<file path="src/logic/tpsc_params.svh">
/*
  constants of the port status and control register bank: offsets,
  field positions, reset values, cc_settle_time and soft reset timing.
  assumes inclusion by bare name from the design files.
*/
`ifndef TPSC_PARAMS_SVH
`define TPSC_PARAMS_SVH

// register offsets and reset values
`define TPSC_OFF_CONN_STAT_CTL   8'h09
`define TPSC_OFF_GEN_CTL         8'h0A
`define TPSC_RST_CONN_STAT_CTL   8'h20
`define TPSC_RST_GEN_CTL         8'h00

// connection status and control fields
`define TPSC_ATTACH_HI           7
`define TPSC_ATTACH_LO           6
`define TPSC_ORIENT_BIT          5
`define TPSC_CHANGE_BIT          4
`define TPSC_OVERCUR_BIT         3
`define TPSC_SHARE_HI            2
`define TPSC_SHARE_LO            1
`define TPSC_ACC_OFF_BIT         0

// general control fields
`define TPSC_SETTLE_HI           7
`define TPSC_SETTLE_LO           6
`define TPSC_ROLE_HI             5
`define TPSC_ROLE_LO             4
`define TPSC_SOFT_RST_BIT        3
`define TPSC_PREF_HI             2
`define TPSC_PREF_LO             1
`define TPSC_TERM_OFF_BIT        0

// cc_settle_time times in ms, and clock rate
`define TPSC_CLK_KHZ             125000
`define TPSC_SETTLE_MS_0         168
`define TPSC_SETTLE_MS_1         118
`define TPSC_SETTLE_MS_2         134
`define TPSC_SETTLE_MS_3         152
`define TPSC_SETTLE_CYC(ms)      ((ms) * `TPSC_CLK_KHZ)

// dual-role share in percent
`define TPSC_SHARE_PCT_0         30
`define TPSC_SHARE_PCT_1         40
`define TPSC_SHARE_PCT_2         50
`define TPSC_SHARE_PCT_3         60

// soft reset length in cycles
`define TPSC_SOFT_RST_CYC        16

`endif

</file>
<file path="src/logic/tpsc_pkg.sv">
/*
  types of the port status and control register bank.
  assumes nothing of its surroundings.
*/
package tpsc_pkg;

  typedef enum logic [1:0] {
    TPSC_ATT_NONE   = 2'h0,
    TPSC_ATT_SOURCE = 2'h1,
    TPSC_ATT_SINK   = 2'h2,
    TPSC_ATT_ACC    = 2'h3
  } tpsc_attach_type;

  typedef enum logic [1:0] {
    TPSC_ROLE_DUAL  = 2'h0,
    TPSC_ROLE_SINK  = 2'h1,
    TPSC_ROLE_SRC   = 2'h2,
    TPSC_ROLE_DUAL2 = 2'h3
  } tpsc_role_type;

  typedef enum logic [1:0] {
    TPSC_PREF_STD  = 2'h0,
    TPSC_PREF_SNK  = 2'h1,
    TPSC_PREF_RSV  = 2'h2,
    TPSC_PREF_SRC  = 2'h3
  } tpsc_pref_type;

  typedef enum logic [1:0] {
    TPSC_SR_IDLE = 2'h0,
    TPSC_SR_BUSY = 2'h1,
    TPSC_SR_DONE = 2'h2
  } tpsc_sr_type;

endpackage

</file>
<file path="src/logic/tpsc_port_status_control.sv">
/*
  connection status/control and general control register bank of a
  usb type-c dual-role port controller, with role, duty share and
  cc cc_settle_time logic. assumes an i2c front end gives byte strobes
  with an offset, and cc detection gives raw attach facts.
*/
// Summary of operation
// RULE1: attach result 2-bit field at 7:6, mirrored on the attach indicator pin.
// RULE2: orientation bit 5; 0 means cc2, 1 means cc1 (default).
// RULE3: alert output goes low whenever a register value changes.
// RULE4: change flag set on change, held until host clears; 1 while alert low.
// RULE5: overcurrent flag bit 3 set when the cable power limit trips.
// RULE6: dual-role source share per toggle: 30, 40, 50, 60 percent.
// RULE7: sink accessory off bit disables accessories as sink.
// RULE8: cc cc_settle_time time 168, 118, 134 or 152 ms by field.
// RULE9: role field: 00/11 dual-role, 01 sink only, 10 source only.
// RULE10: register role used only in i2c mode and not at default; else straps.
// RULE11: role field changes accepted only while unattached.
// RULE12: soft reset bit starts a logic reset and clears itself when done.
// RULE13: soft reset may change detect, cable, accessory, attach, orientation.
// RULE14: preference: 00 standard, 01 try sink, 11 try source.
// RULE15: termination off bit removes terminations, holds machine disabled.
// RULE16: general control at 0x0A, after status/control at 0x09.
// RULE17: reads return msb first from the given offset; front end serialises.
// RULE18: reserved preference code acts as standard dual-role.
// RULE19: status field writes ignored; writing 1 to change flag clears it.
`timescale 1ns/100ps
`include "tpsc_params.svh"

module tpsc_port_status_control #(
  parameter int PERIOD_CYC = 10000,
  parameter int SETTLE_W   = 25,
  parameter int SET0       = `TPSC_SETTLE_CYC(`TPSC_SETTLE_MS_0),
  parameter int SET1       = `TPSC_SETTLE_CYC(`TPSC_SETTLE_MS_1),
  parameter int SET2       = `TPSC_SETTLE_CYC(`TPSC_SETTLE_MS_2),
  parameter int SET3       = `TPSC_SETTLE_CYC(`TPSC_SETTLE_MS_3)
) (
  // clock and reset
  input  wire logic       mclk,
  input  wire logic       reset_n,
  // register access from the i2c front end
  input  wire logic [7:0] reg_addr,
  input  wire logic       reg_wr,
  input  wire logic [7:0] reg_wdata,
  input  wire logic       reg_rd,
  output logic      [7:0] reg_rdata,
  // straps
  input  wire logic       i2c_mode_strap,
  input  wire logic [1:0] role_strap,
  // raw cc detection facts
  input  wire logic [1:0] cc_attach_raw,
  input  wire logic       cc_orient_raw,
  input  wire logic       cable_power_trip,
  // outputs
  output logic            change_alert_n,
  output logic [1:0]      attach_indicator_pin,
  output logic            source_advertise,
  output logic [1:0]      active_role,
  output logic            accessory_allow,
  output logic            cc_term_on,
  output logic [1:0]      try_mode,
  output logic            logic_reset
);

  initial begin
    if (PERIOD_CYC < 10 || PERIOD_CYC > 65535)
      $error("toggle period out of range");
  end

  typedef struct packed {
    logic [7:0]            csc;
    logic [7:0]            gc;
    tpsc_pkg::tpsc_sr_type sr;
    logic [4:0]            sr_cnt;
    logic [15:0]           tog;
    logic                  alert_n;
    logic [1:0]            att_pin;
    logic                  src_adv;
    logic [1:0]            role;
    logic                  acc;
    logic                  term;
    logic [1:0]            try_m;
    logic                  lrst;
    logic [7:0]            rdata;
  } tpsc_state_type;

  tpsc_state_type s_q, s_d;
  logic [2:0]  settled;
  logic [15:0] share_cyc;
  logic [1:0]  role_f;
  logic        changed;

  ////////////////////////////////////////////////////////////////////
  // cc_settle_time of attach and orientation; held in reset while soft reset runs
  tpsc_settle_timer #(
    .CNT_W (SETTLE_W),
    .T0    (SET0),
    .T1    (SET1),
    .T2    (SET2),
    .T3    (SET3),
    .W     (3)
  ) u_settle (
    .mclk    (mclk),
    .reset_n (reset_n && !s_q.lrst), // see RULE13
    .sel     (s_q.gc[`TPSC_SETTLE_HI:`TPSC_SETTLE_LO]), // see RULE8
    .raw     ({cc_attach_raw, cc_orient_raw}),
    .settled (settled)
  );

  ////////////////////////////////////////////////////////////////////
  always_comb begin
    s_d = s_q;
    changed = 1'b0;
    // status update: attach and orientation only when terminations are on
    if (!s_q.gc[`TPSC_TERM_OFF_BIT]) begin
      s_d.csc[`TPSC_ATTACH_HI:`TPSC_ATTACH_LO] = settled[2:1]; // see RULE1
      s_d.csc[`TPSC_ORIENT_BIT] = settled[0] | (settled[2:1] == 2'h0); // see RULE2
    end else begin
      s_d.csc[`TPSC_ATTACH_HI:`TPSC_ATTACH_LO] = 2'h0; // see RULE15
      s_d.csc[`TPSC_ORIENT_BIT] = 1'b1;
    end
    if (cable_power_trip) begin
      s_d.csc[`TPSC_OVERCUR_BIT] = 1'b1; // see RULE5
    end
    // host writes
    if (reg_wr && reg_addr == `TPSC_OFF_CONN_STAT_CTL) begin // see RULE16
      s_d.csc[`TPSC_SHARE_HI:`TPSC_ACC_OFF_BIT] = reg_wdata[2:0]; // see RULE19
      if (reg_wdata[`TPSC_CHANGE_BIT]) begin
        s_d.csc[`TPSC_CHANGE_BIT] = 1'b0; // see RULE19
      end
    end
    if (reg_wr && reg_addr == `TPSC_OFF_GEN_CTL) begin // see RULE16
      s_d.gc[`TPSC_SETTLE_HI:`TPSC_SETTLE_LO] = reg_wdata[7:6];
      s_d.gc[`TPSC_PREF_HI:`TPSC_TERM_OFF_BIT] = reg_wdata[2:0];
      if (s_q.csc[`TPSC_ATTACH_HI:`TPSC_ATTACH_LO] == 2'h0) begin
        s_d.gc[`TPSC_ROLE_HI:`TPSC_ROLE_LO] = reg_wdata[5:4]; // see RULE11
      end
      if (reg_wdata[`TPSC_SOFT_RST_BIT] && s_q.sr == tpsc_pkg::TPSC_SR_IDLE) begin
        s_d.gc[`TPSC_SOFT_RST_BIT] = 1'b1; // see RULE12
        s_d.sr = tpsc_pkg::TPSC_SR_BUSY;
        s_d.sr_cnt = 5'h00;
      end
    end
    // soft reset sequencing
    case (s_q.sr)
      tpsc_pkg::TPSC_SR_IDLE: s_d.lrst = 1'b0;
      tpsc_pkg::TPSC_SR_BUSY: begin
        s_d.lrst = 1'b1;
        s_d.sr_cnt = s_q.sr_cnt + 5'h01;
        if (s_q.sr_cnt == 5'(`TPSC_SOFT_RST_CYC - 1)) begin
          s_d.sr = tpsc_pkg::TPSC_SR_DONE;
        end
      end
      tpsc_pkg::TPSC_SR_DONE: begin
        s_d.lrst = 1'b0;
        s_d.gc[`TPSC_SOFT_RST_BIT] = 1'b0; // see RULE12
        s_d.sr = tpsc_pkg::TPSC_SR_IDLE;
      end
      default: s_d.sr = tpsc_pkg::TPSC_SR_IDLE;
    endcase
    // change detection on every bit except the flag itself; set beats clear
    changed = ({s_d.csc[7:5], s_d.csc[3:0], s_d.gc} != {s_q.csc[7:5], s_q.csc[3:0], s_q.gc});
    if (changed) begin
      s_d.csc[`TPSC_CHANGE_BIT] = 1'b1; // see RULE4
    end
    s_d.alert_n = !s_d.csc[`TPSC_CHANGE_BIT]; // see RULE3
    // role choice
    role_f = s_q.gc[`TPSC_ROLE_HI:`TPSC_ROLE_LO];
    if (i2c_mode_strap && role_f != 2'h0) begin
      s_d.role = (role_f == 2'h3) ? 2'h0 : role_f; // see RULE9
    end else begin
      s_d.role = (role_strap == 2'h3) ? 2'h0 : role_strap; // see RULE10
    end
    // dual-role toggle share
    case (s_q.csc[`TPSC_SHARE_HI:`TPSC_SHARE_LO])
      2'h0:    share_cyc = 16'((PERIOD_CYC * `TPSC_SHARE_PCT_0) / 100); // see RULE6
      2'h1:    share_cyc = 16'((PERIOD_CYC * `TPSC_SHARE_PCT_1) / 100);
      2'h2:    share_cyc = 16'((PERIOD_CYC * `TPSC_SHARE_PCT_2) / 100);
      default: share_cyc = 16'((PERIOD_CYC * `TPSC_SHARE_PCT_3) / 100);
    endcase
    s_d.tog = (s_q.tog >= 16'(PERIOD_CYC - 1)) ? 16'h0000 : s_q.tog + 16'h0001;
    case (s_q.role)
      2'h1:    s_d.src_adv = 1'b0;
      2'h2:    s_d.src_adv = 1'b1;
      default: s_d.src_adv = (s_q.tog < share_cyc); // see RULE6
    endcase
    if (s_q.gc[`TPSC_TERM_OFF_BIT]) begin
      s_d.src_adv = 1'b0; // see RULE15
    end
    s_d.term = !s_q.gc[`TPSC_TERM_OFF_BIT]; // see RULE15
    s_d.acc = !(s_q.csc[`TPSC_ACC_OFF_BIT] && !s_q.src_adv); // see RULE7
    case (s_q.gc[`TPSC_PREF_HI:`TPSC_PREF_LO])
      2'h1:    s_d.try_m = 2'h1; // see RULE14
      2'h3:    s_d.try_m = 2'h3;
      default: s_d.try_m = 2'h0; // see RULE18
    endcase
    if (s_q.role != 2'h0) begin
      s_d.try_m = 2'h0;
    end
    s_d.att_pin = s_q.csc[`TPSC_ATTACH_HI:`TPSC_ATTACH_LO]; // see RULE1
    // read data, whole byte; front end shifts it out msb first
    if (reg_rd) begin
      case (reg_addr)
        `TPSC_OFF_CONN_STAT_CTL: s_d.rdata = s_q.csc; // see RULE17
        `TPSC_OFF_GEN_CTL:       s_d.rdata = s_q.gc;
        default:                 s_d.rdata = 8'h00;
      endcase
    end
  end

  always_ff @(posedge mclk) begin
    if (!reset_n) begin
      s_q         <= '0;
      s_q.csc     <= `TPSC_RST_CONN_STAT_CTL;
      s_q.gc      <= `TPSC_RST_GEN_CTL;
      s_q.sr      <= tpsc_pkg::TPSC_SR_IDLE;
      s_q.alert_n <= 1'b1;
      s_q.acc     <= 1'b1;
      s_q.term    <= 1'b1;
    end else begin
      s_q <= s_d;
    end
  end

  assign reg_rdata            = s_q.rdata;
  assign change_alert_n       = s_q.alert_n;
  assign attach_indicator_pin = s_q.att_pin;
  assign source_advertise     = s_q.src_adv;
  assign active_role          = s_q.role;
  assign accessory_allow      = s_q.acc;
  assign cc_term_on           = s_q.term;
  assign try_mode             = s_q.try_m;
  assign logic_reset          = s_q.lrst;

  ////////////////////////////////////////////////////////////////////
  property p_alert_flag;
    @(posedge mclk) disable iff (!reset_n)
      !change_alert_n |-> s_q.csc[`TPSC_CHANGE_BIT];
  endproperty
  a_alert_flag: assert property (p_alert_flag) else $error("alert low, flag clear"); // see RULE4

  property p_overcur;
    @(posedge mclk) disable iff (!reset_n)
      cable_power_trip |=> s_q.csc[`TPSC_OVERCUR_BIT];
  endproperty
  a_overcur: assert property (p_overcur) else $error("overcurrent not flagged"); // see RULE5

  property p_change_alert;
    @(posedge mclk) disable iff (!reset_n)
      (s_q.gc != $past(s_q.gc)) |=> !change_alert_n;
  endproperty
  a_change_alert: assert property (p_change_alert) else $error("no alert on change"); // see RULE3

  property p_role_locked;
    @(posedge mclk) disable iff (!reset_n)
      (s_q.csc[7:6] != 2'h0) |=> $stable(s_q.gc[5:4]);
  endproperty
  a_role_locked: assert property (p_role_locked) else $error("role changed attached"); // see RULE11

  property p_term_off;
    @(posedge mclk) disable iff (!reset_n)
      s_q.gc[`TPSC_TERM_OFF_BIT] |=> (!cc_term_on && !source_advertise);
  endproperty
  a_term_off: assert property (p_term_off) else $error("terminations still on"); // see RULE15

  // machine held disabled: no attach can be reported with terminations removed
  property p_term_attach;
    @(posedge mclk) disable iff (!reset_n)
      s_q.gc[`TPSC_TERM_OFF_BIT] |=> (s_q.csc[`TPSC_ATTACH_HI:`TPSC_ATTACH_LO] == 2'h0);
  endproperty
  a_term_attach: assert property (p_term_attach) else $error("attach with terms off"); // see RULE15

  property p_role_sink;
    @(posedge mclk) disable iff (!reset_n)
      (active_role == 2'h1) |=> !source_advertise;
  endproperty
  a_role_sink: assert property (p_role_sink) else $error("sink only advertised source"); // see RULE9

  property p_try_dual;
    @(posedge mclk) disable iff (!reset_n)
      (active_role != 2'h0) |=> (try_mode == 2'h0);
  endproperty
  a_try_dual: assert property (p_try_dual) else $error("try mode outside dual role"); // see RULE14

  property p_soft_rst;
    @(posedge mclk) disable iff (!reset_n)
      $rose(s_q.gc[`TPSC_SOFT_RST_BIT]) |-> ##[16:20] !s_q.gc[`TPSC_SOFT_RST_BIT];
  endproperty
  a_soft_rst: assert property (p_soft_rst) else $error("soft reset not cleared"); // see RULE12

  property p_pin_mirror;
    @(posedge mclk) disable iff (!reset_n)
      ##1 attach_indicator_pin == $past(s_q.csc[7:6]);
  endproperty
  a_pin_mirror: assert property (p_pin_mirror) else $error("pin not mirrored"); // see RULE1

  property p_reserved_pref;
    @(posedge mclk) disable iff (!reset_n)
      (s_q.gc[2:1] == 2'h2) |=> try_mode == 2'h0;
  endproperty
  a_reserved_pref: assert property (p_reserved_pref) else $error("reserved pref used"); // see RULE18

  c_alert:  cover property (@(posedge mclk) disable iff (!reset_n) $fell(change_alert_n));
  c_clear:  cover property (@(posedge mclk) disable iff (!reset_n) $rose(change_alert_n));
  c_softr:  cover property (@(posedge mclk) disable iff (!reset_n) $fell(logic_reset));
  c_attach: cover property (@(posedge mclk) disable iff (!reset_n) attach_indicator_pin == 2'h2);

endmodule // tpsc_port_status_control

</file>
<file path="src/logic/tpsc_settle_timer.sv">
/*
  cc line cc_settle_time timer: a level is passed once stable for the
  selected settle time. assumes inputs synchronous to mclk.
*/
`timescale 1ns/100ps
`include "tpsc_params.svh"

module tpsc_settle_timer #(
  parameter int CNT_W = 25,
  parameter int T0    = `TPSC_SETTLE_CYC(`TPSC_SETTLE_MS_0),
  parameter int T1    = `TPSC_SETTLE_CYC(`TPSC_SETTLE_MS_1),
  parameter int T2    = `TPSC_SETTLE_CYC(`TPSC_SETTLE_MS_2),
  parameter int T3    = `TPSC_SETTLE_CYC(`TPSC_SETTLE_MS_3),
  parameter int W     = 4
) (
  // clock and reset
  input  wire logic           mclk,
  input  wire logic           reset_n,
  // selection and data
  input  wire logic [1:0]     sel,
  input  wire logic [W-1:0]   raw,
  output logic      [W-1:0]   settled
);

  initial begin
    if (T0 >= (1 << CNT_W) || T1 >= (1 << CNT_W) || T2 >= (1 << CNT_W) ||
        T3 >= (1 << CNT_W) || T0 < 1 || T1 < 1 || T2 < 1 || T3 < 1)
      $error("settle counts do not fit the counter");
  end

  typedef struct packed {
    logic [CNT_W-1:0] cnt;
    logic [W-1:0]     last;
    logic [W-1:0]     out;
  } tpsc_st_type;

  tpsc_st_type st_q, st_d;
  logic [CNT_W-1:0] limit;

  ////////////////////////////////////////////////////////////////////
  always_comb begin
    case (sel)
      2'h0:    limit = CNT_W'(T0); // see RULE8
      2'h1:    limit = CNT_W'(T1);
      2'h2:    limit = CNT_W'(T2);
      default: limit = CNT_W'(T3);
    endcase
    st_d = st_q;
    st_d.last = raw;
    if (raw != st_q.last) begin
      st_d.cnt = '0;
    end else if (st_q.cnt >= limit - CNT_W'(1)) begin
      st_d.out = raw; // see RULE8
    end else begin
      st_d.cnt = st_q.cnt + CNT_W'(1);
    end
  end

  always_ff @(posedge mclk) begin
    if (!reset_n) begin
      st_q <= '0;
    end else begin
      st_q <= st_d;
    end
  end

  assign settled = st_q.out;

endmodule // tpsc_settle_timer

</file>
<file path="config.mk">
export PLATFORM = sky130hd
export DESIGN_NAME = tpsc_port_status_control
export DESIGN_NICKNAME = d
export VERILOG_FILES = /design/src/logic/tpsc_pkg.sv /design/src/logic/tpsc_port_status_control.sv /design/src/logic/tpsc_settle_timer.sv
export VERILOG_INCLUDE_DIRS = /design/src /design/src/logic
export SDC_FILE = /design/constraint.sdc
export NUM_CORES = 1
export LEC_CHECK = 0
export BUFFER_PORTS_ARGS = -buffer_cell sky130_fd_sc_hd__clkbuf_2
export CORE_ASPECT_RATIO = 0.75
export CORE_MARGIN = 1.5
export CORE_UTILIZATION = 35
export CTS_CLUSTER_DIAMETER = 40
export CTS_CLUSTER_SIZE = 8
export DETAILED_ROUTE_END_ITERATION = 8
export SLEW_MARGIN = 10
export SYNTH_ARGS = -nofsm -noshare
export SYNTH_HDL_FRONTEND = slang
export SYNTH_SLANG_ARGS = --single-unit
</file>
<file path="constraint.sdc">
create_clock -name mclk -period 7 [get_ports mclk]
set_clock_uncertainty 0.05 [all_clocks]
set_input_delay 1.05 -clock mclk [delete_from_list [all_inputs] [get_ports mclk]]
set_output_delay 1.05 -clock mclk [all_outputs]
set_load 0.005 [all_outputs]
</file>
==> Yosys cells after proc, flatten, opt, wreduce, memory -nomap -nowiden <==
Cells that the tools add are included.
{ "word_totals": {"elab_cells": 96, "out_inout_bits": 19, "ff_bits": 89} }
{ "classes": {"bitwise": 4, "eq_ne": 17, "reduce_logical": 28, "order_cmp": 3, "muxes": 23, "addsub": 4} }
{ "op_table": {"columns": ["op", "count"], "rows": [
  ["$pmux W25 S3", 1],
  ["$pmux W13 S3", 1],
  ["$add A25 B1 Y25 const B", 1],
  ["$ge A25 B25 Y1", 1],
  ["$sub A25 B1 Y25 const B", 1],
  ["$add A16 B1 Y16 const B", 1],
  ["$eq A8 B4 Y1 const B", 2],
  ["$ge A16 B14 Y1 const B", 1],
  ["$lt A16 B16 Y1", 1],
  ["$pmux W8 S2", 1],
  ["$mux W15", 1],
  ["$ne A15 B15 Y1", 1],
  ["$eq A2 B2 Y1 const B", 7],
  ["$eq A2 B1 Y1 const B", 5],
  ["$logic_not A2 Y1", 5],
  ["$mux W2", 5],
  ["$reduce_bool A2 Y1", 5],
  ["$reduce_or A2 Y1", 5],
  ["$pmux W2 S2", 2],
  ["$mux W7", 1],
  ["$logic_and A1 B1 Y1", 6],
  ["$mux W1", 6],
  ["$mux W3", 2],
  ["$add A5 B1 Y5 const B", 1],
  ["other kinds (8)", 16]
]} }

==> Longest topological paths before layout <==
Gate-level depths: netlist of the first run.
{ "logic_depth": {"depth_word": 8, "mapped_depth": 12, "ltp_nobuf": 10} }

==> Hierarchy <==
From an unflattened synthesis of the first run, not the netlist that was laid out.
{ "unflattened": {"hier_cells": 558, "area_unflattened_um2": 4894.7} }
{ "by_module_without_submodules": {"columns": ["mod", "area_per_inst_um2", "n_inst", "cells_each"], "rows": [
  ["tpsc_port_status_control", 2907.8, 1, 318],
  ["tpsc_settle_timer", 1986.9, 1, 240]
]} }

==> Worst setup path before layout of the first run <==
No wires, ideal clock.
{ "synth_path": {"path_kind": "reg2reg", "startpoint": "register s_q[48] (netlist name)", "endpoint": "register u_settle.st_q[19] (netlist name)", "setup_slack_ps": 4026, "path_stages_with_launch": 12, "t_arrival_ps": 2854, "synth_period_minus_slack_ps": 2974, "path_cell_list": "dfxtp_1 inv_1 ha_1 inv_1 ha_1 a21oi_2 nand3_2 a211oi_4 nand4_4 buf_6 or4b_1 a21oi_1"} }
{ "synth_via": {"elab_chain_len": 4} }
{ "synth_lines": {"columns": ["element", "line", "text"], "rows": [
  ["start: declaration", "tpsc_port_status_control.sv:87", "tpsc_state_type s_q, s_d;"],
  ["$eq A2 B2 Y1 (tied with other cells)", "tpsc_settle_timer.sv:42", "case (sel)"],
  ["$pmux W25 S3 (*)", "tpsc_settle_timer.sv:42", null],
  ["$sub A25 B1 Y25 (*)", "tpsc_settle_timer.sv:52", "end else if (st_q.cnt >= limit - CNT_W'(1)) begin"],
  ["$ge A25 B25 Y1 (*)", "tpsc_settle_timer.sv:52", null],
  ["end signal: assignment", "tpsc_settle_timer.sv:63", "st_q <= st_d;"],
  ["end: declaration", "tpsc_settle_timer.sv:37", "tpsc_st_type st_q, st_d;"]
]} }
Every way passes the cells marked *; elsewhere a longest branch is shown, timed or not.
A chain may end at the register's enable or synchronous reset.

==> Worst setup path after layout of the first run <==
{ "layout_path": {"startpoint": "register s_q[48] (netlist name)", "endpoint": "register u_settle.st_q[26] (netlist name)"} }
The elaborated chain is that of the path after synthesis.

==> results.cfg, run 1 <==
[outcome]
status = finished with violations
violations = DRC

[pwr]
power.total_mw = 1.06
power_density_nw_per_um2 = 194
vdd_drop_max_mv = 0.145
power_leakage_nw = 2.19

[yosys]
synth-warning-count = 0
synth_top_area_cell = dfxtp_1
synth_edf_count = 0
synthFlopType = dfxtp_1
netlist.area_leader.share_pct = 36.4
async_flop_share_pct = 0
postSynthCellCount = 558
ys_types = 62
synthesis.area_sq_um = 4890
avgSynthCellArea_sq_um = 8.77
yosys_register_bits = 89
yosysSeqAreaShare_pct = 36.4
synthTopCellsByArea = dfxtp_1 (36%), ha_1 (11%), a21oi_1 (3.6%), nand2_1 (3.5%), nor2_1 (3.3%)

[drt]
drt_iter0_drc = 240
drc = 5
drtPass1Iterations = 9
vias = 4054
viasPerCell = 5.31
routed_wl_um = 11300
wl_per_cell_um = 14.8
final_antenna_net_count = 0

[timing]
period_needed_ns = 3.70
finalHoldViolCount = 0
post-route-period-util_pct = 52.9
finalSetupViolCount = 0
holdWs_ns = 0.391
tightest_slew_ns = 0.855
slew_viol_final = 0
slew_headroom_pct = 42.8
max_freq_ghz = 0.270
setup_tns_ns = 0
rsz0062_at_grt = no

[clocking]
clock_path_buffers = 2
cts_setup_buffers = 0
cts-root-buf = clkbuf_16
htree_num_levels = 3
worstSkewPairLatency_ns = 0.35
numCtsBuffers = 9
cts_resized = 0
clk_pin_slew_ns = 0.07
cts_hold_buf = 0
numClockSinks = 89
cts_tree = done

[floorplanning]
ioPinCount = 46
coreArea_sq_um = 13700
die_h_um = 105
start_util_pct = 35.7
dieArea_sq_um = 14700
die_w_um = 140
rows = 37

[global_route]
grt_pass1_wl_um = 18500
grt_start_max_net_pins = 42
grtUsageTotal_pct = 15.6
antenna_found_initial = 0
grt_remaining_overflow = 0
grt_pass1_vias = 3792

[placed_design]
hpwl_um = 8440
io_buffers = 45
gp_congestion = 0.850

[setup_path]
r2r-start = s_q[48]$_SDFF_PN0_
crit_start = s_q[48]$_SDFF_PN0_
end_kind = register
crit_path_max_fanout = 20
critPathSlowestCell = or4_1
slowest_delay_ns = 0.67
rr_worst_depth = 10
crit_cells = 10
start_kind = register
cp.required_ns = 7.21
critPathArrivalTime_ns = 3.91
path_class = reg -> reg
crit_family = simple AND/OR/NAND/NOR gates
path_buf_inv = 2
path_cells = inv_1, ha_1, inv_1, ha_1, a21oi_1, a21boi_1, a211oi_4, nand3_1, or4_1, a21oi_1

[min_path]
hp-start = s_q[19]$_SDFF_PP0_
hp-class = reg -> reg
min_path_cells = 1

[cells_and_area]
drive_gt1_share_pct = 12.2
num-nets-final = 653
area_delta_synth_final_pct = 11.4
num-fill-cells = 1376
antennaDiodeCount = 0

[job]
cap_viol_max_count = 0
==> flip-flops by register name (all words and copies together) (netlist names), 2 cells and up <==
register and flops:
attach_indicator_pin 2, try_mode 2, s_q 35, s_d 2, active_role 2, role_f 2
u_settle.settled 3, reg_rdata 8, u_settle.st_q 28
==> worst paths after layout <==
path	end	slack [ns]
hold / removal	s_q[19]$_SDFF_PP0_	0.39
setup / recovery	u_settle.st_q[26]$_SDFFE_PP0N_	3.30
hold reg to reg	s_q[19]$_SDFF_PP0_	0.39
setup reg to reg	u_settle.st_q[26]$_SDFFE_PP0N_	3.30
==> where the power goes <==
| group | internal, mW | leakage, nW | total (mW) | switching [mW] |
|---|---|---|---|---|
| clock network | 0.280 | 0.146 | 0.495 | 0.215 |
| registers | 0.513 | 0.721 | 0.516 | 0.00362 |
| logic | 0.0191 | 1.32 | 0.0437 | 0.0245 |
==> placed cells by master, fill, tap and decap left out, types with 11 or more instances in the layout <==
| cell | instances |
|---|---|
| nand4_1 | 11 |
| nand2_1 | 46 |
| ha_1 | 43 |
| o31ai_1 | 15 |
| o21ai_0 | 23 |
| dfxtp_1 | 89 |
| or3_1 | 12 |
| nand3_1 | 27 |
| xnor2_1 | 17 |
| nor2_1 | 43 |
| a21oi_1 | 35 |
| clkbuf_2 | 45 |
| or4_1 | 13 |
| inv_1 | 20 |
| xor2_1 | 11 |
==> cells in the mapped netlist, types with 8 or more instances <==
master    instances
dfxtp_1          89
nand2_1          46
ha_1             43
nor2_1           43
a21oi_1          35
nand3_1          27
o21ai_0          23
inv_1            20
xnor2_1          17
buf_4            15
o31ai_1          15
clkbuf_1         13
or4_1            13
or3_1            12
nand4_1          11
xor2_1           11
and3_1           10
nor2b_1          10
o211a_1          10
and2_1            9
a21boi_0          8
a22oi_1           8
==> cells by family (layout without fill, tap and decap cells) <==
group                      after synthesis  count (layout)  synth area share, %
and+or+nand+nor                        213             213                 23.5
AOI/OAI and AO/OA                      127             127                 17.5
DFF                                     89              89                 36.4
buffers and inverters                   52              81                 5.47
adders and majority gates               43              43                 11.0
xor gates and xnor gates                28              28                 5.01
muxes                                    5               5                 1.02
other                                    1               2               0.0766
==> metal layers <==
| metal | part of all wire, % | global-route usage [%] | up-vias |
|---|---|---|---|
| li1 | - | - | 2050 |
| met1 | 51 | 22.1 | 1906 |
| met2 | 42 | 23.6 | 88 |
| met3 | 5.4 | 3.41 | 10 |
| met4 | 1.2 | 4.81 | 0 |
| met5 | 0 | 0 | - |
==> layout make-up <==
| type | count | area, sq um | area share [%] |
|---|---|---|---|
| timing repair buffer | 45 | 225 | 4.13 |
| sequential | 89 | 1780 | 32.7 |
| multi-input combinational | 418 | 2850 | 52.2 |
| tap | 175 | 219 | 4.02 |
| inverter | 20 | 75.1 | 1.38 |
| clock buffer | 9 | 225 | 4.13 |
| clock inverter | 7 | 77.6 | 1.42 |
==> per-stage QoR <==
step           util (%)  setup slack [ns]  area, sq um  instances
2_1_floorplan         -              4.03         4900        559
3_3_place_gp       37.6              3.53         5150        747
3_5_place_dp       37.6              3.33         5150        747
4_1_cts            39.8              3.29         5450        763
5_1_grt            39.8              2.98         5450        763
6_report           39.8              3.30         5450        763
Power figures use the tool's default switching activity.
==> run 2: changes to the inputs <==
Clock period 7 ns to 3.2 ns, I/O delays scaled along.
==> run 2 against run 1 <==
Effect of this change:
- the run still ends with DRC left
- clock-buffer cell count up 1
- sequential power up 120%
- worst setup slack got worse by 3.0 ns
- combinational power up 120%
- final area rose by 2.0%
- global-route usage up 0.52 points
- critical endpoint is now u_settle.st_q[29]$_SDFFE_PP0N_
- clock power increased by 110%
- highest routed layer unchanged
- sequential share of layout area is 0.63 points lower
- routed wire length rose by 1.7%
- worst hold slack lost 0.076 ns
- flip-flop and latch count stayed put
- first-iteration DRC count down 0.83%
==> results.cfg, run 2 (synthesized netlist as in run 1, its figures left out) <==
[outcome]
status = finished with violations
violations = DRC

[drt]
drt_iter0_drc = 238
wl_per_cell_um = 14.8
routed_wl_um = 11500
final_antenna_net_count = 0
vias = 4146
viasPerCell = 5.35
drc = 6
drtPass1Iterations = 7

[setup_path]
rr_worst_depth = 11
start_kind = register
crit_path_max_fanout = 16
r2r-start = s_q[48]$_SDFF_PN0_
critPathArrivalTime_ns = 3.15
worstReg2RegEnd = u_settle.st_q[29]$_SDFFE_PP0N_
reg2reg_slack_ns = 0.25
end_kind = register
path_class = reg -> reg
cp.required_ns = 3.40

[placed_design]
placed_cell_area_sq_um = 5220
gp_congestion = 0.843
hpwl_um = 8520
io_buffers = 45

[clocking]
cts-root-buf = clkbuf_16
cts_hold_buf = 0
cts_tree = done
numClockSinks = 89
clk_pin_slew_ns = 0.06
htree_num_levels = 3
clock_path_buffers = 2
worstSkewPairLatency_ns = 0.34
numCtsBuffers = 9

[global_route]
grt_remaining_overflow = 0
grt_pass1_wl_um = 19100
grt_start_max_net_pins = 41
antenna_found_initial = 0
grt_pass1_vias = 3921
grtUsageTotal_pct = 16.1

[timing]
max_freq_ghz = 0.339
post-route-period-util_pct = 92.1
rsz0062_at_grt = no
slew_headroom_pct = 40.9
slew_viol_final = 0
finalSetupViolCount = 0
tightest_slew_ns = 0.884
period_needed_ns = 2.95
finalHoldViolCount = 0
setup_tns_ns = 0
holdWs_ns = 0.315

[cells_and_area]
final_cell_mix = dfxtp_1 (89), nand2_1 (46), clkbuf_2 (45)
layout_commonest_cell = dfxtp_1
drive_gt1_share_pct = 14.3
num-fill-cells = 1384
regMostFlops = s_q
fin_area_sq_um = 5560
largest_reg_flops = 35
antennaDiodeCount = 0
area_delta_synth_final_pct = 13.6
num-nets-final = 666

[floorplanning]
coreArea_sq_um = 13700
start_util_pct = 35.7
die_w_um = 140
die_h_um = 105
dieArea_sq_um = 14700
rows = 37
ioPinCount = 46

[min_path]
hp-class = in -> reg
min_path_cells = 2
hp-start = cable_power_trip
min_to = s_q[53]$_SDFF_PN0_

[pwr]
power.total_mw = 2.29
power_leakage_nw = 2.25
power_density_nw_per_um2 = 411
vdd_drop_max_mv = 0.286

[job]
cap_viol_max_count = 0
[run 2: cell types whose count changed in the layout (fill, tap and decap cells not counted), sizes merged]
cell,delta
buf,+13
clkbuf,+1
inv,-2
[run 2: power breakdown]
group | internal (mW) | switching, mW
clock network | 0.621 | 0.438
registers | 1.12 | 0.00761
logic | 0.0425 | 0.0552
[run 2: through the flow]
step | setup slack [ns] | utilization (%) | std cells
2_1_floorplan | 0.226 | - | 559
3_3_place_gp | 0.240 | 38.1 | 756
3_5_place_dp | 0.0933 | 38.1 | 756
4_1_cts | 0.0686 | 40.2 | 771
5_1_grt | 0.00990 | 40.6 | 775
6_report | 0.252 | 40.6 | 775
[run 2: what timing repair did]
| item | CTS | global route |
|---|---|---|
| setup endpoints to repair | 0 | 20 |
| gates resized for setup | 0 | 3 |
| setup buffers | 0 | 4 |
| endpoints found under the hold margin | 0 | 0 |
[run 2: critical path, cell delays in order (launching register included)]
cell and delay [ns]:
dfxtp_1 0.33, inv_1 0.11, ha_4 0.33, inv_1 0.07
ha_1 0.33, a21oi_2 0.15, nand3_2 0.12, a211oi_4 0.29
buf_4 0.18, nand4_4 0.19, or4_1 0.55, a21oi_1 0.16
[run 2: per-layer routing]
metal | track usage, % | share of wire, % | vias up
li1 | - | - | 2076
met1 | 22.7 | 52 | 1957
met4 | 4.36 | 1.2 | 0
met2 | 24.7 | 42 | 100
met3 | 3.82 | 4.8 | 13
met5 | 0 | 0 | -
[run 2: final cells by class]
type                    instances  area (sq um)  share of cell area (%)
flip-flops and latches         89          1780                    32.1
well taps                     175           219                    3.94
clock inverters                 5          56.3                    1.01
repair buffers                 58           323                    5.81
inverters                      20          75.1                    1.35
multi-input cells             418          2870                    51.5
clock buffers                  10           239                    4.30
[run 2: how the worst max path moves through the flow]
stage,start,to,slack [ns],cells past startpoint
floorplan,s_q[48]$_SDFF_PN0_,u_settle.st_q[19]$_SDFFE_PP0N_,0.23,11
global placement,s_q[48]$_SDFF_PN0_,u_settle.st_q[20]$_SDFFE_PP0N_,0.24,11
detailed placement,s_q[48]$_SDFF_PN0_,u_settle.st_q[29]$_SDFFE_PP0N_,0.09,11
CTS,s_q[48]$_SDFF_PN0_,u_settle.st_q[29]$_SDFFE_PP0N_,0.07,11
global route,s_q[48]$_SDFF_PN0_,u_settle.st_q[29]$_SDFFE_PP0N_,0.01,11
finish,s_q[48]$_SDFF_PN0_,u_settle.st_q[29]$_SDFFE_PP0N_,0.25,11
==> run 3: changes to the inputs <==
Settings changed: CORE_ASPECT_RATIO 0.75 to 2.
==> run 3 against run 2 <==
Effect of this change:
- the run now ends clean
- first-iteration DRC count decreased by 21%
- flip-flop and latch count unchanged
- worst hold slack improved by 0.014 ns
- critical path type unchanged
==> results.cfg, run 3 (synthesized netlist as in run 1, its figures left out) <==
[outcome]
status = finished, final reports clean

[setup_path]
cp.required_ns = 3.35
critPathArrivalTime_ns = 3.17
path_cells = inv_1, ha_4, inv_1, ha_1, a21oi_1, a21boi_1, a211oi_4, nand4_2, buf_4, o31ai_1, a21oi_1
rr_worst_depth = 11
r2r-start = s_q[48]$_SDFF_PN0_
reg2reg_slack_ns = 0.18
critPathSlowestCell = a211oi_4
start_kind = register
worstReg2RegEnd = u_settle.st_q[20]$_SDFFE_PP0N_
slowest_delay_ns = 0.47
end_kind = register
crit_path_max_fanout = 8
path_class = reg -> reg
crit_start = s_q[48]$_SDFF_PN0_

[cells_and_area]
area_delta_synth_final_pct = 14.3
num-fill-cells = 1383
final_cell_mix = dfxtp_1 (89), nand2_1 (46), clkbuf_2 (45)
largest_reg_flops = 35
num-nets-final = 665
regMostFlops = s_q
drive_gt1_share_pct = 14.3
antennaDiodeCount = 0
fin_area_sq_um = 5590
layout_commonest_cell = dfxtp_1

[clocking]
clock_path_buffers = 2
cts-root-buf = clkbuf_16
htree_num_levels = 3
numCtsBuffers = 9
worstSkewPairLatency_ns = 0.35
cts_tree = done
numClockSinks = 89
clk_pin_slew_ns = 0.07
cts_hold_buf = 0

[timing]
period_needed_ns = 3.02
post-route-period-util_pct = 94.4
finalHoldViolCount = 0
slew_viol_final = 0
rsz0062_at_grt = yes
holdWs_ns = 0.328
finalSetupViolCount = 0
max_freq_ghz = 0.331
tightest_slew_ns = 0.856
slew_headroom_pct = 42.8

[pwr]
power.total_mw = 2.34
power_leakage_nw = 2.24
clkPwrFrac_pct = 47.6
power_density_nw_per_um2 = 418
comb_power_share_pct = 4.1
pwr-share-seq_pct = 48.3
vdd_drop_max_mv = 0.266
power.switching_mw = 0.541
netSwitchingFraction_pct = 23.1
internal_power_mw = 1.80

[global_route]
grtUsageTotal_pct = 17.6
antenna_found_initial = 0
grt_start_max_net_pins = 25
grt_remaining_overflow = 0
grt_pass1_wl_um = 20100
grt_pass1_vias = 4280

[min_path]
min_to = s_q[53]$_SDFF_PN0_
hp-start = cable_power_trip
hp-class = in -> reg
min_path_cells = 2

[drt]
drc = 0
final_antenna_net_count = 0
wl_per_cell_um = 16.0
drtPass1Iterations = 5
viasPerCell = 5.38
routed_wl_um = 12600
drt_iter0_drc = 188
vias = 4243

[placed_design]
hpwl_um = 9670
placed_cell_area_sq_um = 5230
gp_congestion = 0.871
io_buffers = 45

[floorplanning]
die_w_um = 86.6
coreArea_sq_um = 13800
die_h_um = 170
dieArea_sq_um = 14700
rows = 61
ioPinCount = 46
start_util_pct = 35.4

[job]
cap_viol_max_count = 0
[run 3: cell types whose count changed in the layout (fill, tap and decap cells not counted)]
| cell | previous run | this run |
|---|---|---|
| inv_6 | 0 | 3 |
| clkinvlp_4 | 1 | 2 |
| buf_4 | 13 | 10 |
| clkinv_2 | 2 | 0 |
| clkinv_4 | 1 | 0 |
| nand4_2 | 0 | 2 |
[run 3: repair_timing]
action / in CTS / in global routing
setup endpoints to repair: 0 / 19
gates resized for setup: 0 / 3
buffers inserted: 0 / 1
[run 3: worst max-delay path: cells and delay by family (launching register included)]
family	cells	cell delay, ns
AND/OR/NAND/NOR	1	0.33
AO/OA/AOI/OAI	5	1.10
flip-flops	1	0.33
buffers and inverters	3	0.41
adder cells (fa/ha/maj)	2	0.65
[run 3: per-layer routing]
metal,track usage (%),vias to the layer above,wire [um]
met5,0,-,0
met4,12.7,0,814
met3,3.39,53,426
met2,33.1,106,6920
met1,16.4,2004,4460
li1,-,2080,-
[run 3: area by class of cell]
class / count / area, sq um / area share (%)
clock buffers: 10 / 239 / 4.27
inverters: 20 / 75.1 / 1.34
flip-flops and latches: 89 / 1780 / 31.8
multi-input cells: 420 / 2890 / 51.7
repair buffers: 55 / 300 / 5.37
well taps: 189 / 236 / 4.23
clock inverters: 6 / 71.3 / 1.27
[run 3: power groups by stage]
stage	registers (mW)	clock network, mW	logic, mW
after floorplan	1.15	0	0.0619
after global placement	1.16	0	0.0953
after detailed placement	1.16	0	0.0980
after CTS	1.13	1.14	0.0982
after global routing	1.13	1.19	0.110
final	1.13	1.11	0.0971
[run 3: worst max-delay path by stage]
stage | to
after detailed placement | u_settle.st_q[10]$_SDFFE_PP0N_
after global routing | u_settle.st_q[20]$_SDFFE_PP0N_
after global placement | u_settle.st_q[10]$_SDFFE_PP0N_
final | u_settle.st_q[20]$_SDFFE_PP0N_
after CTS | u_settle.st_q[10]$_SDFFE_PP0N_
after floorplan | u_settle.st_q[19]$_SDFFE_PP0N_
[run 3: stage by stage]
step	setup TNS [ns]	util [%]	setup WS [ns]	cells
after detailed placement	0	37.9	0.0271	770
after CTS	0	40.1	0.0185	786
after global routing	-0.0965	40.5	-0.0424	789
final	0	40.5	0.180	789
after floorplan	0	-	0.226	559
after global placement	0	37.9	0.150	770
